### src/core/hdd_pkg.sv
// Constants shared by the disk sector data path and its word buffer.
// Assumes a 16-bit local bus from the transfer processor and one drive link.
package hdd_pkg;
  localparam int          WORD_W     = 16;
  localparam int          ID_W       = 32;
  localparam int          ECC_W      = 32;
  localparam int          MCLK_NS    = 25;
  // Fire-type code, MSB first, register cleared before each field
  localparam logic [31:0] ECC_POLY   = 32'h00a00805;
  localparam logic [31:0] ECC_SEED   = 32'h00000000;
  localparam logic [15:0] A_ID_LO    = 16'h8020;
  localparam logic [15:0] A_ID_HI    = 16'h8022;
  localparam logic [15:0] A_CMD      = 16'h8024;
  localparam logic [15:0] A_STAT     = 16'h8026;
  localparam logic [15:0] A_WBUF     = 16'h8028;
  localparam logic [15:0] A_RBUF     = 16'h802a;
  localparam logic [15:0] A_GAP1     = 16'h8030;
  localparam logic [15:0] A_GAP2     = 16'h8032;
  localparam logic [15:0] A_GAP3     = 16'h8034;
  localparam logic [15:0] A_WCNT     = 16'h8036;
  localparam int          C_START    = 0;
  localparam int          C_WRITE    = 1;
  localparam int          C_FORMAT   = 2;
  localparam int          C_SEL_LO   = 4;
  localparam int          C_SEL_HI   = 5;
  localparam int          C_HEAD     = 8;
  localparam logic [15:0] GAP_RST    = 16'h0010;
  localparam logic [15:0] WCNT_RST   = 16'h0100;
  localparam logic [5:0]  ID_LAST    = 6'h1f;
  localparam logic [5:0]  FLD_LAST   = 6'h3f;
  localparam logic [5:0]  WORD_LAST  = 6'h0f;
  localparam logic [5:0]  ECC_LAST   = 6'h1f;
  typedef enum logic [2:0] {ST_IDLE, ST_SECT, ST_GAP1, ST_ID, ST_GAP2,
                            ST_DATA, ST_ECC, ST_GAP3} hdd_state_e;
endpackage : hdd_pkg

### src/core/hdd_datapath.sv
// Hard-disk sector data path: local bus port, serial_parallel_converter,
// ID comparator, check code, gap counters and drive sequencing.
// Assumes the drive link pins are asynchronous to mclk.
`timescale 1ns/10ps
module hdd_datapath #(
  parameter int BUF_DEPTH = 2
) (
  input  wire logic        mclk,
  input  wire logic        reset_n,
  input  wire logic [15:0] lb_addr,
  input  wire logic [15:0] lb_wdata,
  input  wire logic        lb_wr,
  input  wire logic        lb_rd,
  output logic      [15:0] lb_rdata,
  output logic             lb_ready,
  input  wire logic        disk_clk,
  input  wire logic        rd_data_p,
  input  wire logic        rd_data_n,
  input  wire logic        sector_mark,
  input  wire logic        drive_ready,
  input  wire logic        drive_fault,
  output logic             wr_data_p,
  output logic             wr_data_n,
  output logic             wr_gate,
  output logic             rd_gate,
  output logic      [1:0]  drive_sel,
  output logic             head_sel
);
  // Two-stage synchronisers for every link input
  logic [5:0] sync1, sync2;
  logic       clk_d, mark_d;
  always_ff @(posedge mclk or negedge reset_n)
  begin
    if (!reset_n)
    begin
      sync1  <= '0;
      sync2  <= '0;
      clk_d  <= 1'b0;
      mark_d <= 1'b0;
    end
    else
    begin
      sync1  <= {drive_ready, disk_clk, rd_data_p, rd_data_n, sector_mark,
                 drive_fault};
      sync2  <= sync1;
      clk_d  <= sync2[4];
      mark_d <= sync2[1];
    end
  end
  logic bit_tick, mark_edge, rx_bit, rx_valid, fault_s, ready_s;
  assign bit_tick  = sync2[4] && !clk_d;
  assign mark_edge = sync2[1] && !mark_d;
  assign rx_bit    = sync2[3];
  assign rx_valid  = sync2[3] ^ sync2[2];
  assign fault_s   = sync2[0];
  assign ready_s   = sync2[5];

  // Write holding buffer; back-pressure holds lb_ready low when full
  logic [15:0] wb_data;
  logic        wb_valid, wb_in_ready, wb_pop, wb_push;
  hdd_word_fifo #(.WIDTH(hdd_pkg::WORD_W), .DEPTH(BUF_DEPTH)) u_wbuf (
    .mclk      (mclk),
    .reset_n   (reset_n),
    .in_data   (lb_wdata),
    .in_valid  (wb_push),
    .in_ready  (wb_in_ready),
    .out_data  (wb_data),
    .out_valid (wb_valid),
    .out_ready (wb_pop)
  );

  hdd_pkg::hdd_state_e state, next_state;
  logic [31:0] target, next_target, shreg, next_shreg, ecc, next_ecc;
  logic [15:0] cmd, next_cmd, rbuf, next_rbuf, wcnt, next_wcnt;
  logic [15:0] gap1, gap2, gap3, next_gap1, next_gap2, next_gap3;
  logic [15:0] gap_cnt, next_gap_cnt, words, next_words;
  logic [15:0] next_rdata;
  logic [5:0]  bcnt, next_bcnt;
  logic        rfull, next_rfull, ack, next_ack, id_hit, next_id_hit;
  logic        done, next_done, ecc_err, next_ecc_err, ovr, next_ovr;
  logic        udr, next_udr, flt, next_flt, wbit, next_wbit;
  logic        next_wr_gate, next_rd_gate;
  logic        writing, fmt, tx, din, fb, gap_end;
  logic        sel_wb, sel_rb, take;
  logic [31:0] ecc_upd;

  assign writing = cmd[hdd_pkg::C_WRITE];
  assign fmt     = cmd[hdd_pkg::C_FORMAT];
  assign tx      = shreg[31];
  assign sel_wb  = (lb_addr == hdd_pkg::A_WBUF);
  assign sel_rb  = (lb_addr == hdd_pkg::A_RBUF);
  // Ready once the buffer can take the word or read data is latched
  assign take    = (lb_wr || lb_rd) && !ack
                   && !(lb_wr && sel_wb && !wb_in_ready);
  assign wb_push = take && lb_wr && sel_wb;
  assign gap_end = (gap_cnt <= 16'h0001);
  // Check code shift, MSB first; message then code leaves zero
  assign din     = (state == hdd_pkg::ST_ID && !fmt) ||
                   ((state == hdd_pkg::ST_DATA ||
                     state == hdd_pkg::ST_ECC) && !writing) ? rx_bit : tx;
  assign fb      = ecc[31] ^ din;
  assign ecc_upd = {ecc[30:0], 1'b0} ^ (fb ? hdd_pkg::ECC_POLY : '0);

  always_comb
  begin
    next_state   = state;
    next_target  = target;
    next_shreg   = shreg;
    next_ecc     = ecc;
    next_cmd     = cmd;
    next_rbuf    = rbuf;
    next_rfull   = rfull;
    next_wcnt    = wcnt;
    next_gap1    = gap1;
    next_gap2    = gap2;
    next_gap3    = gap3;
    next_gap_cnt = gap_cnt;
    next_words   = words;
    next_bcnt    = bcnt;
    next_id_hit  = id_hit;
    next_done    = done;
    next_ecc_err = ecc_err;
    next_ovr     = ovr;
    next_udr     = udr;
    next_flt     = flt;
    next_wbit    = wbit;
    next_ack     = take;
    next_rdata   = lb_rdata;
    wb_pop       = 1'b0;
    // Local bus register port
    if (take && lb_wr)
    begin
      case (lb_addr)
        hdd_pkg::A_ID_LO: next_target[15:0]  = lb_wdata;
        hdd_pkg::A_ID_HI: next_target[31:16] = lb_wdata;
        hdd_pkg::A_GAP1:  next_gap1 = lb_wdata;
        hdd_pkg::A_GAP2:  next_gap2 = lb_wdata;
        hdd_pkg::A_GAP3:  next_gap3 = lb_wdata;
        hdd_pkg::A_WCNT:  next_wcnt = lb_wdata;
        hdd_pkg::A_CMD:   next_cmd  = lb_wdata;
        default: ;
      endcase
    end
    if (take && lb_rd)
    begin
      case (lb_addr)
        hdd_pkg::A_ID_LO: next_rdata = target[15:0];
        hdd_pkg::A_ID_HI: next_rdata = target[31:16];
        hdd_pkg::A_GAP1:  next_rdata = gap1;
        hdd_pkg::A_GAP2:  next_rdata = gap2;
        hdd_pkg::A_GAP3:  next_rdata = gap3;
        hdd_pkg::A_WCNT:  next_rdata = wcnt;
        hdd_pkg::A_CMD:   next_rdata = cmd;
        hdd_pkg::A_RBUF:  next_rdata = rbuf;
        hdd_pkg::A_STAT:  next_rdata = {6'h00, state != hdd_pkg::ST_IDLE,
                                        ready_s, id_hit, done, flt, udr,
                                        ovr, ecc_err, rfull, wb_in_ready};
        default:          next_rdata = 16'h0000;
      endcase
      if (sel_rb)
        next_rfull = 1'b0;
    end
    case (state)
      hdd_pkg::ST_IDLE:
      begin
        if (take && lb_wr && lb_addr == hdd_pkg::A_CMD
            && lb_wdata[hdd_pkg::C_START] && ready_s)
        begin
          next_state   = hdd_pkg::ST_SECT;
          next_done    = 1'b0;
          next_ecc_err = 1'b0;
          next_ovr     = 1'b0;
          next_udr     = 1'b0;
          next_flt     = 1'b0;
          next_id_hit  = 1'b0;
        end
      end
      hdd_pkg::ST_SECT:
      begin
        if (mark_edge)
        begin
          next_state   = hdd_pkg::ST_GAP1;
          next_gap_cnt = gap1;
        end
      end
      hdd_pkg::ST_GAP1, hdd_pkg::ST_GAP2, hdd_pkg::ST_GAP3:
      begin
        if (bit_tick)
        begin
          next_gap_cnt = gap_cnt - 16'h0001;
          next_ecc     = hdd_pkg::ECC_SEED;
          next_bcnt    = '0;
          if (gap_end && state == hdd_pkg::ST_GAP1)
          begin
            next_state = hdd_pkg::ST_ID;
            next_shreg = target;
          end
          else if (gap_end && state == hdd_pkg::ST_GAP2)
          begin
            next_state = hdd_pkg::ST_DATA;
            next_words = wcnt;
            if (writing && !wb_valid)
            begin
              next_udr   = 1'b1;
              next_state = hdd_pkg::ST_IDLE;
            end
            else if (writing)
            begin
              next_shreg = {wb_data, 16'h0000};
              wb_pop     = 1'b1;
            end
          end
          else if (gap_end)
          begin
            next_state = hdd_pkg::ST_IDLE;
            next_done  = 1'b1;
          end
        end
      end
      hdd_pkg::ST_ID:
      begin
        if (bit_tick)
        begin
          next_bcnt = bcnt + 6'h01;
          if (bcnt <= hdd_pkg::ID_LAST || !fmt)
            next_ecc = ecc_upd;
          if (fmt)
            next_shreg = {shreg[30:0], 1'b0};
          else
            next_shreg = {shreg[30:0], rx_bit};
          if (bcnt == hdd_pkg::ID_LAST && fmt)
            next_shreg = ecc_upd;
          if (bcnt == hdd_pkg::ID_LAST && !fmt)
            next_id_hit = ({shreg[30:0], rx_bit} == target);
          if (bcnt == hdd_pkg::FLD_LAST)
          begin
            next_gap_cnt = gap2;
            if (fmt || (id_hit && ecc_upd == '0))
              next_state = hdd_pkg::ST_GAP2;
            else
            begin
              next_state = hdd_pkg::ST_SECT;
              if (id_hit)
                next_ecc_err = 1'b1;
            end
          end
        end
      end
      hdd_pkg::ST_DATA:
      begin
        if (bit_tick)
        begin
          next_bcnt = bcnt + 6'h01;
          next_ecc  = ecc_upd;
          if (writing)
            next_shreg = {shreg[30:0], 1'b0};
          else
            next_shreg = {shreg[30:0], rx_bit};
          if (bcnt == hdd_pkg::WORD_LAST)
          begin
            next_bcnt  = '0;
            next_words = words - 16'h0001;
            if (!writing)
            begin
              next_rbuf  = {shreg[14:0], rx_bit};
              next_rfull = 1'b1;
              if (rfull && !(take && lb_rd && sel_rb))
                next_ovr = 1'b1;
            end
            if (words <= 16'h0001)
            begin
              next_state = hdd_pkg::ST_ECC;
              if (writing)
                next_shreg = ecc_upd;
            end
            else if (writing && !wb_valid)
            begin
              next_udr   = 1'b1;
              next_state = hdd_pkg::ST_IDLE;
            end
            else if (writing)
            begin
              next_shreg = {wb_data, 16'h0000};
              wb_pop     = 1'b1;
            end
          end
        end
      end
      hdd_pkg::ST_ECC:
      begin
        if (bit_tick)
        begin
          next_bcnt  = bcnt + 6'h01;
          next_shreg = {shreg[30:0], 1'b0};
          if (!writing)
            next_ecc = ecc_upd;
          if (bcnt == hdd_pkg::ECC_LAST)
          begin
            next_state   = hdd_pkg::ST_GAP3;
            next_gap_cnt = gap3;
            if (!writing && ecc_upd != '0)
              next_ecc_err = 1'b1;
          end
        end
      end
      default: next_state = hdd_pkg::ST_IDLE;
    endcase
    // Drive status aborts any transfer in flight
    if (state != hdd_pkg::ST_IDLE && (fault_s || !ready_s))
    begin
      next_state = hdd_pkg::ST_IDLE;
      next_flt   = 1'b1;
    end
    if (bit_tick)
      next_wbit = tx;
    next_wr_gate = writing && (next_state == hdd_pkg::ST_DATA ||
                   next_state == hdd_pkg::ST_ECC ||
                   (fmt && next_state == hdd_pkg::ST_ID));
    next_rd_gate = !writing && next_state != hdd_pkg::ST_IDLE
                   && !(fmt && next_state == hdd_pkg::ST_ID);
  end

  always_ff @(posedge mclk or negedge reset_n)
  begin
    if (!reset_n)
    begin
      state    <= hdd_pkg::ST_IDLE;
      target   <= '0;
      shreg    <= '0;
      ecc      <= hdd_pkg::ECC_SEED;
      cmd      <= '0;
      rbuf     <= '0;
      rfull    <= 1'b0;
      wcnt     <= hdd_pkg::WCNT_RST;
      gap1     <= hdd_pkg::GAP_RST;
      gap2     <= hdd_pkg::GAP_RST;
      gap3     <= hdd_pkg::GAP_RST;
      gap_cnt  <= '0;
      words    <= '0;
      bcnt     <= '0;
      id_hit   <= 1'b0;
      done     <= 1'b0;
      ecc_err  <= 1'b0;
      ovr      <= 1'b0;
      udr      <= 1'b0;
      flt      <= 1'b0;
      wbit     <= 1'b0;
      ack      <= 1'b0;
      lb_rdata <= '0;
      wr_gate  <= 1'b0;
      rd_gate  <= 1'b0;
    end
    else
    begin
      state    <= next_state;
      target   <= next_target;
      shreg    <= next_shreg;
      ecc      <= next_ecc;
      cmd      <= next_cmd;
      rbuf     <= next_rbuf;
      rfull    <= next_rfull;
      wcnt     <= next_wcnt;
      gap1     <= next_gap1;
      gap2     <= next_gap2;
      gap3     <= next_gap3;
      gap_cnt  <= next_gap_cnt;
      words    <= next_words;
      bcnt     <= next_bcnt;
      id_hit   <= next_id_hit;
      done     <= next_done;
      ecc_err  <= next_ecc_err;
      ovr      <= next_ovr;
      udr      <= next_udr;
      flt      <= next_flt;
      wbit     <= next_wbit;
      ack      <= next_ack;
      lb_rdata <= next_rdata;
      wr_gate  <= next_wr_gate;
      rd_gate  <= next_rd_gate;
    end
  end

  assign lb_ready  = ack;
  assign wr_data_p = wbit;
  assign wr_data_n = !wbit;
  assign drive_sel = cmd[hdd_pkg::C_SEL_HI:hdd_pkg::C_SEL_LO];
  assign head_sel  = cmd[hdd_pkg::C_HEAD];
endmodule : hdd_datapath

### src/core/hdd_word_fifo.sv
// Small word buffer with valid/ready on both sides.
// Assumes one clock; storage is flip-flops indexed by pointers.
`timescale 1ns/10ps
module hdd_word_fifo #(
  parameter int WIDTH = 16,
  parameter int DEPTH = 2
) (
  input  wire logic             mclk,
  input  wire logic             reset_n,
  input  wire logic [WIDTH-1:0] in_data,
  input  wire logic             in_valid,
  output logic                  in_ready,
  output logic      [WIDTH-1:0] out_data,
  output logic                  out_valid,
  input  wire logic             out_ready
);
  localparam int PW = (DEPTH > 1) ? $clog2(DEPTH) : 1;

  // Pointer wrap relies on a power-of-two depth
  if (DEPTH < 2 || (DEPTH & (DEPTH - 1)) != 0 || WIDTH < 1)
  begin : g_bad_param
    $error("hdd_word_fifo: DEPTH must be a power of two >= 2");
  end

  logic [WIDTH-1:0] mem [DEPTH];
  logic [WIDTH-1:0] next_mem [DEPTH];
  logic [PW-1:0]    wr_ptr, rd_ptr, next_wr_ptr, next_rd_ptr;
  logic [PW:0]      count, next_count;
  logic             push, pop;

  assign in_ready  = (count != DEPTH[PW:0]);
  assign out_valid = (count != '0);
  assign out_data  = mem[rd_ptr];
  assign push      = in_valid && in_ready;
  assign pop       = out_valid && out_ready;

  always_comb
  begin
    next_mem    = mem;
    next_wr_ptr = wr_ptr;
    next_rd_ptr = rd_ptr;
    next_count  = count;
    if (push)
    begin
      next_mem[wr_ptr] = in_data;
      next_wr_ptr      = wr_ptr + 1'b1;
    end
    if (pop)
      next_rd_ptr = rd_ptr + 1'b1;
    if (push && !pop)
      next_count = count + 1'b1;
    else if (pop && !push)
      next_count = count - 1'b1;
  end

  always_ff @(posedge mclk or negedge reset_n)
  begin
    if (!reset_n)
    begin
      for (int i = 0; i < DEPTH; i++)
        mem[i] <= '0;
      wr_ptr <= '0;
      rd_ptr <= '0;
      count  <= '0;
    end
    else
    begin
      mem    <= next_mem;
      wr_ptr <= next_wr_ptr;
      rd_ptr <= next_rd_ptr;
      count  <= next_count;
    end
  end
endmodule : hdd_word_fifo

### config.mk
export PLATFORM = sky130hd
export DESIGN_NAME = hdd_datapath
export DESIGN_NICKNAME = d
export VERILOG_FILES = /design/src/core/hdd_pkg.sv /design/src/core/hdd_datapath.sv /design/src/core/hdd_word_fifo.sv
export SDC_FILE = /design/constraint.sdc
export NUM_CORES = 1
export LEC_CHECK = 0
export ABC_AREA = 1
export CAP_MARGIN = 10
export CORE_UTILIZATION = 45
export CTS_CLUSTER_DIAMETER = 120
export DETAILED_ROUTE_END_ITERATION = 8
export DONT_BUFFER_PORTS = 1
export SLEW_MARGIN = 20
export SYNTH_ARGS = -nofsm -noshare
export SYNTH_HDL_FRONTEND = slang
export SYNTH_HIERARCHICAL = 1
export SYNTH_SLANG_ARGS = --single-unit
### constraint.sdc
create_clock -name mclk -period 5.7 [get_ports mclk]
set_input_delay 0.855 -clock mclk [delete_from_list [all_inputs] [get_ports mclk]]
set_output_delay 0.855 -clock mclk [all_outputs]
set_load 0.01 [all_outputs]
==> metrics.cfg <==
[run_status]
outcome = finished clean

[route]
wl_met2_mm = 24.25
avgRoutedWirePerCell_um = 21.94
dr.pass1.iters = 8
finalWirelength_mm = 55.12
routed_via_density = 5.793
vias = 14550
met1_length_mm = 23.84
wl_met3_mm = 4.938
drc = 0
first_iter_violations = 1346
routed.top_layer = met5
detail-route-antenna-nets = 0

[worst_setup_path]
crit_path_start_kind = register
cp_cell_sequence = nand3_2 > inv_1 > o31ai_2 > a211oi_4 > buf_4 > nand2_1 > o22ai_1
critPathMaxFanout = 33
rr_worst_depth = 7
crit_family = buffers and inverters
cp-end-kind = register
cp_data_arrival_time_ns = 4.33
crit_type = register to register
cp_num_cells = 7
reg2reg_slack_ns = 1.83
cpPeakStageDelay_ns = 0.88
slowest_stage = inv_1
crit_required_ns = 6.16
path_buf_inv = 2
timing.rr.start = state[2]
reg2reg_to = ecc[16]

[timing]
setup_viol = 0
fin_skew_ns = 0.03170
post-route-min-period_ns = 3.868
finalCritPeriodShare = 0.6787
setup_ws_ns = 1.832
final_hold_viol_count = 0
slew_headroom = 0.2725
rsz0062_at_grt = false
clock.fmax_mhz = 258.5
drv_slew = 0
worstMarginPinSlew_ns = 1.089
setup_tns_ns = 0

[cts]
cts_sinks = 308
cts_buffers = 37
clock_path_buffers = 3
cts_tree = done
cts_resized = 0
clk_latency_ns = 0.58
cts_hold_buf = 5
path_clk_slew_ns = 0.06
h-tree-depth = 2
cts_setup_buffers = 0
root_buffer = clkbuf_16

[synth]
synth_nets = 2107
synthTopCellsByArea = dfrtp_1 (47%), nand2_1 (13%), o21ai_0 (6.4%)
synth.largest_area_cell = dfrtp_1
synth-seq-area-share = 0.4747
synth_commonest_cells = nand2_1 (555), dfrtp_1 (304), inv_1 (221)
synth_ff_type = dfrtp_1
synth_most_common_cell = nand2_1
synth.ff_latch_count = 308
syn_area_per_cell_um2 = 7.895
yosys.cell_types.count = 56
synth_area_um2 = 16250
synthCells = 2058
synth-async-reset-ratio = 1.000
ys_warn_count = 6
synth.top_cell.area_share = 0.4682
synth_edf_count = 0

[finish]
syn_to_final_growth_pct = 10.10
multi_input_area_um2 = 7191
fin_nets = 2073
fin_util = 0.5029
seq_area_um2 = 7712
nFillCells = 3451
drive_gt1_frac = 0.07317

[hold_path]
hold_class = input port to async pin

[floorplanning]
start_util = 0.4568
dieWidth_um = 192.0
core_um2 = 35570
dieArea_um2 = 36870
placementRows = 69
fp.dieH_um = 192.0
io_pins = 66

[grt]
grtUsageTotal = 0.3104
grt_max_degree = 142
antenna_found_initial = 1
grt_remaining_overflow = 0
grt_pass1_wl_mm = 84.82
grt_pass1_vias = 13960

[placement]
finalWeightedCongestion = 0.9433
io_buffers = 0
place_ws_ns = 1.876
hpwl_mm = 37.79

[power]
cellPowerDensity_nw_per_um2 = 266.5
ir_drop_mv = 0.2314
leakage_nw = 8.226

[flow_run]
drv_cap = 0

==> stage by stage <==
stage / total power, W / instances / area (um^2) / hold WS [ns]
floorplan: 0.002259 / 2058 / 16250 / 0.3312
global placement: 0.002279 / 2441 / 16500 / 0.3347
detailed placement: 0.002279 / 2441 / 16500 / 0.3347
CTS: 0.004803 / 2511 / 17880 / 0.1197
global route: 0.004910 / 2511 / 17890 / 0.1140
finish: 0.004768 / 2512 / 17890 / 0.1291
==> worst max path at each step <==
stage / startpoint / end / slack (ns)
after floorplan: lb_addr[15] / u_wbuf/count[1] / 2.92
after global placement: state[2] / ecc[27] / 1.91
after detailed placement: state[2] / ecc[16] / 1.88
after CTS: state[2] / ecc[0] / 1.89
after global routing: state[2] / ecc[22] / 1.54
final: state[2] / ecc[16] / 1.83
==> flip-flops by register name, indices dropped and copies added (netlist names), 32 cells and up <==
signal / count
shreg: 32
ecc: 32
target: 32
u_wbuf/mem: 32
==> logic make-up (layout without fill, tap and decap cells) <==
group	Yosys count	in the layout	synth area share
fa+ha+maj	7	7	0.005852
mux	6	6	0.004158
flops	308	308	0.4747
buf+inv	332	324	0.08386
other cells	0	1	0
compound gates	485	485	0.1784
simple gates	888	888	0.2358
xor+xnor	32	32	0.01725
==> routing by layer <==
metal | global-route usage | vias to the layer above
met2 | 0.4658 | 599
met3 | 0.08021 | 113
li1 | - | 6846
met4 | 0.1154 | 2
met5 | 0 | -
met1 | 0.4298 | 6991
==> layout make-up <==
| cell class | count | share of cell area |
|---|---|---|
| repair buffers | 23 | 0.01483 |
| inverters | 236 | 0.04952 |
| clock buffers | 48 | 0.05805 |
| well taps | 461 | 0.03224 |
| flip-flops and latches | 308 | 0.4311 |
| multi-input cells | 1418 | 0.4020 |
| diodes | 1 | 0.0001399 |
| clock inverters | 17 | 0.01210 |
==> power breakdown <==
| part | internal [W] | switching (W) |
|---|---|---|
| Combinational | 0.0000168 | 0.0000841 |
| Sequential | 0.00219 | 0.00000367 |
| Clock | 0.00147 | 0.000996 |
==> cell usage in the layout (no fill, tap or decap), drive strengths merged <==
| cell | synthesis | routed |
|---|---|---|
| o22ai | 61 | 61 |
| nand3 | 93 | 93 |
| a21oi | 77 | 77 |
| o31ai | 6 | 6 |
| nand2 | 562 | 562 |
| mux2 | 6 | 6 |
| a311oi | 2 | 2 |
| o2111ai | 16 | 16 |
| nor2 | 149 | 149 |
| nand3b | 1 | 1 |
| or2 | 1 | 1 |
| a211oi | 7 | 7 |
| o211ai | 9 | 9 |
| a31oi | 23 | 23 |
| a32o | 6 | 6 |
| nor3 | 16 | 16 |
| inv | 233 | 234 |
| fa | 1 | 1 |
| nand4 | 62 | 62 |
| clkinv | 3 | 13 |
| a2111oi | 2 | 2 |
| buf | 48 | 23 |
| a221oi | 28 | 28 |
| ha | 6 | 6 |
| clkbuf | 48 | 48 |
| a32oi | 1 | 1 |
| a22oi | 2 | 2 |
| bufinv | 0 | 4 |
| clkinvlp | 0 | 2 |
| xor2 | 14 | 14 |
| xnor2 | 18 | 18 |
| dfrtp | 304 | 304 |
| nor4 | 4 | 4 |
| o221ai | 10 | 10 |
| o21ai | 234 | 234 |
| a22o | 1 | 1 |
| dfstp | 4 | 4 |
| diode | 0 | 1 |
==> worst register-to-register path, delay by kind of cell (launching register included) <==
family,cells,cell delay [ns]
flip-flops,1,0.58
AO/OA/AOI/OAI,3,0.81
AND/OR/NAND/NOR,2,1.14
buffers and inverters,2,1.24
(Power assumes the default switching activity.)
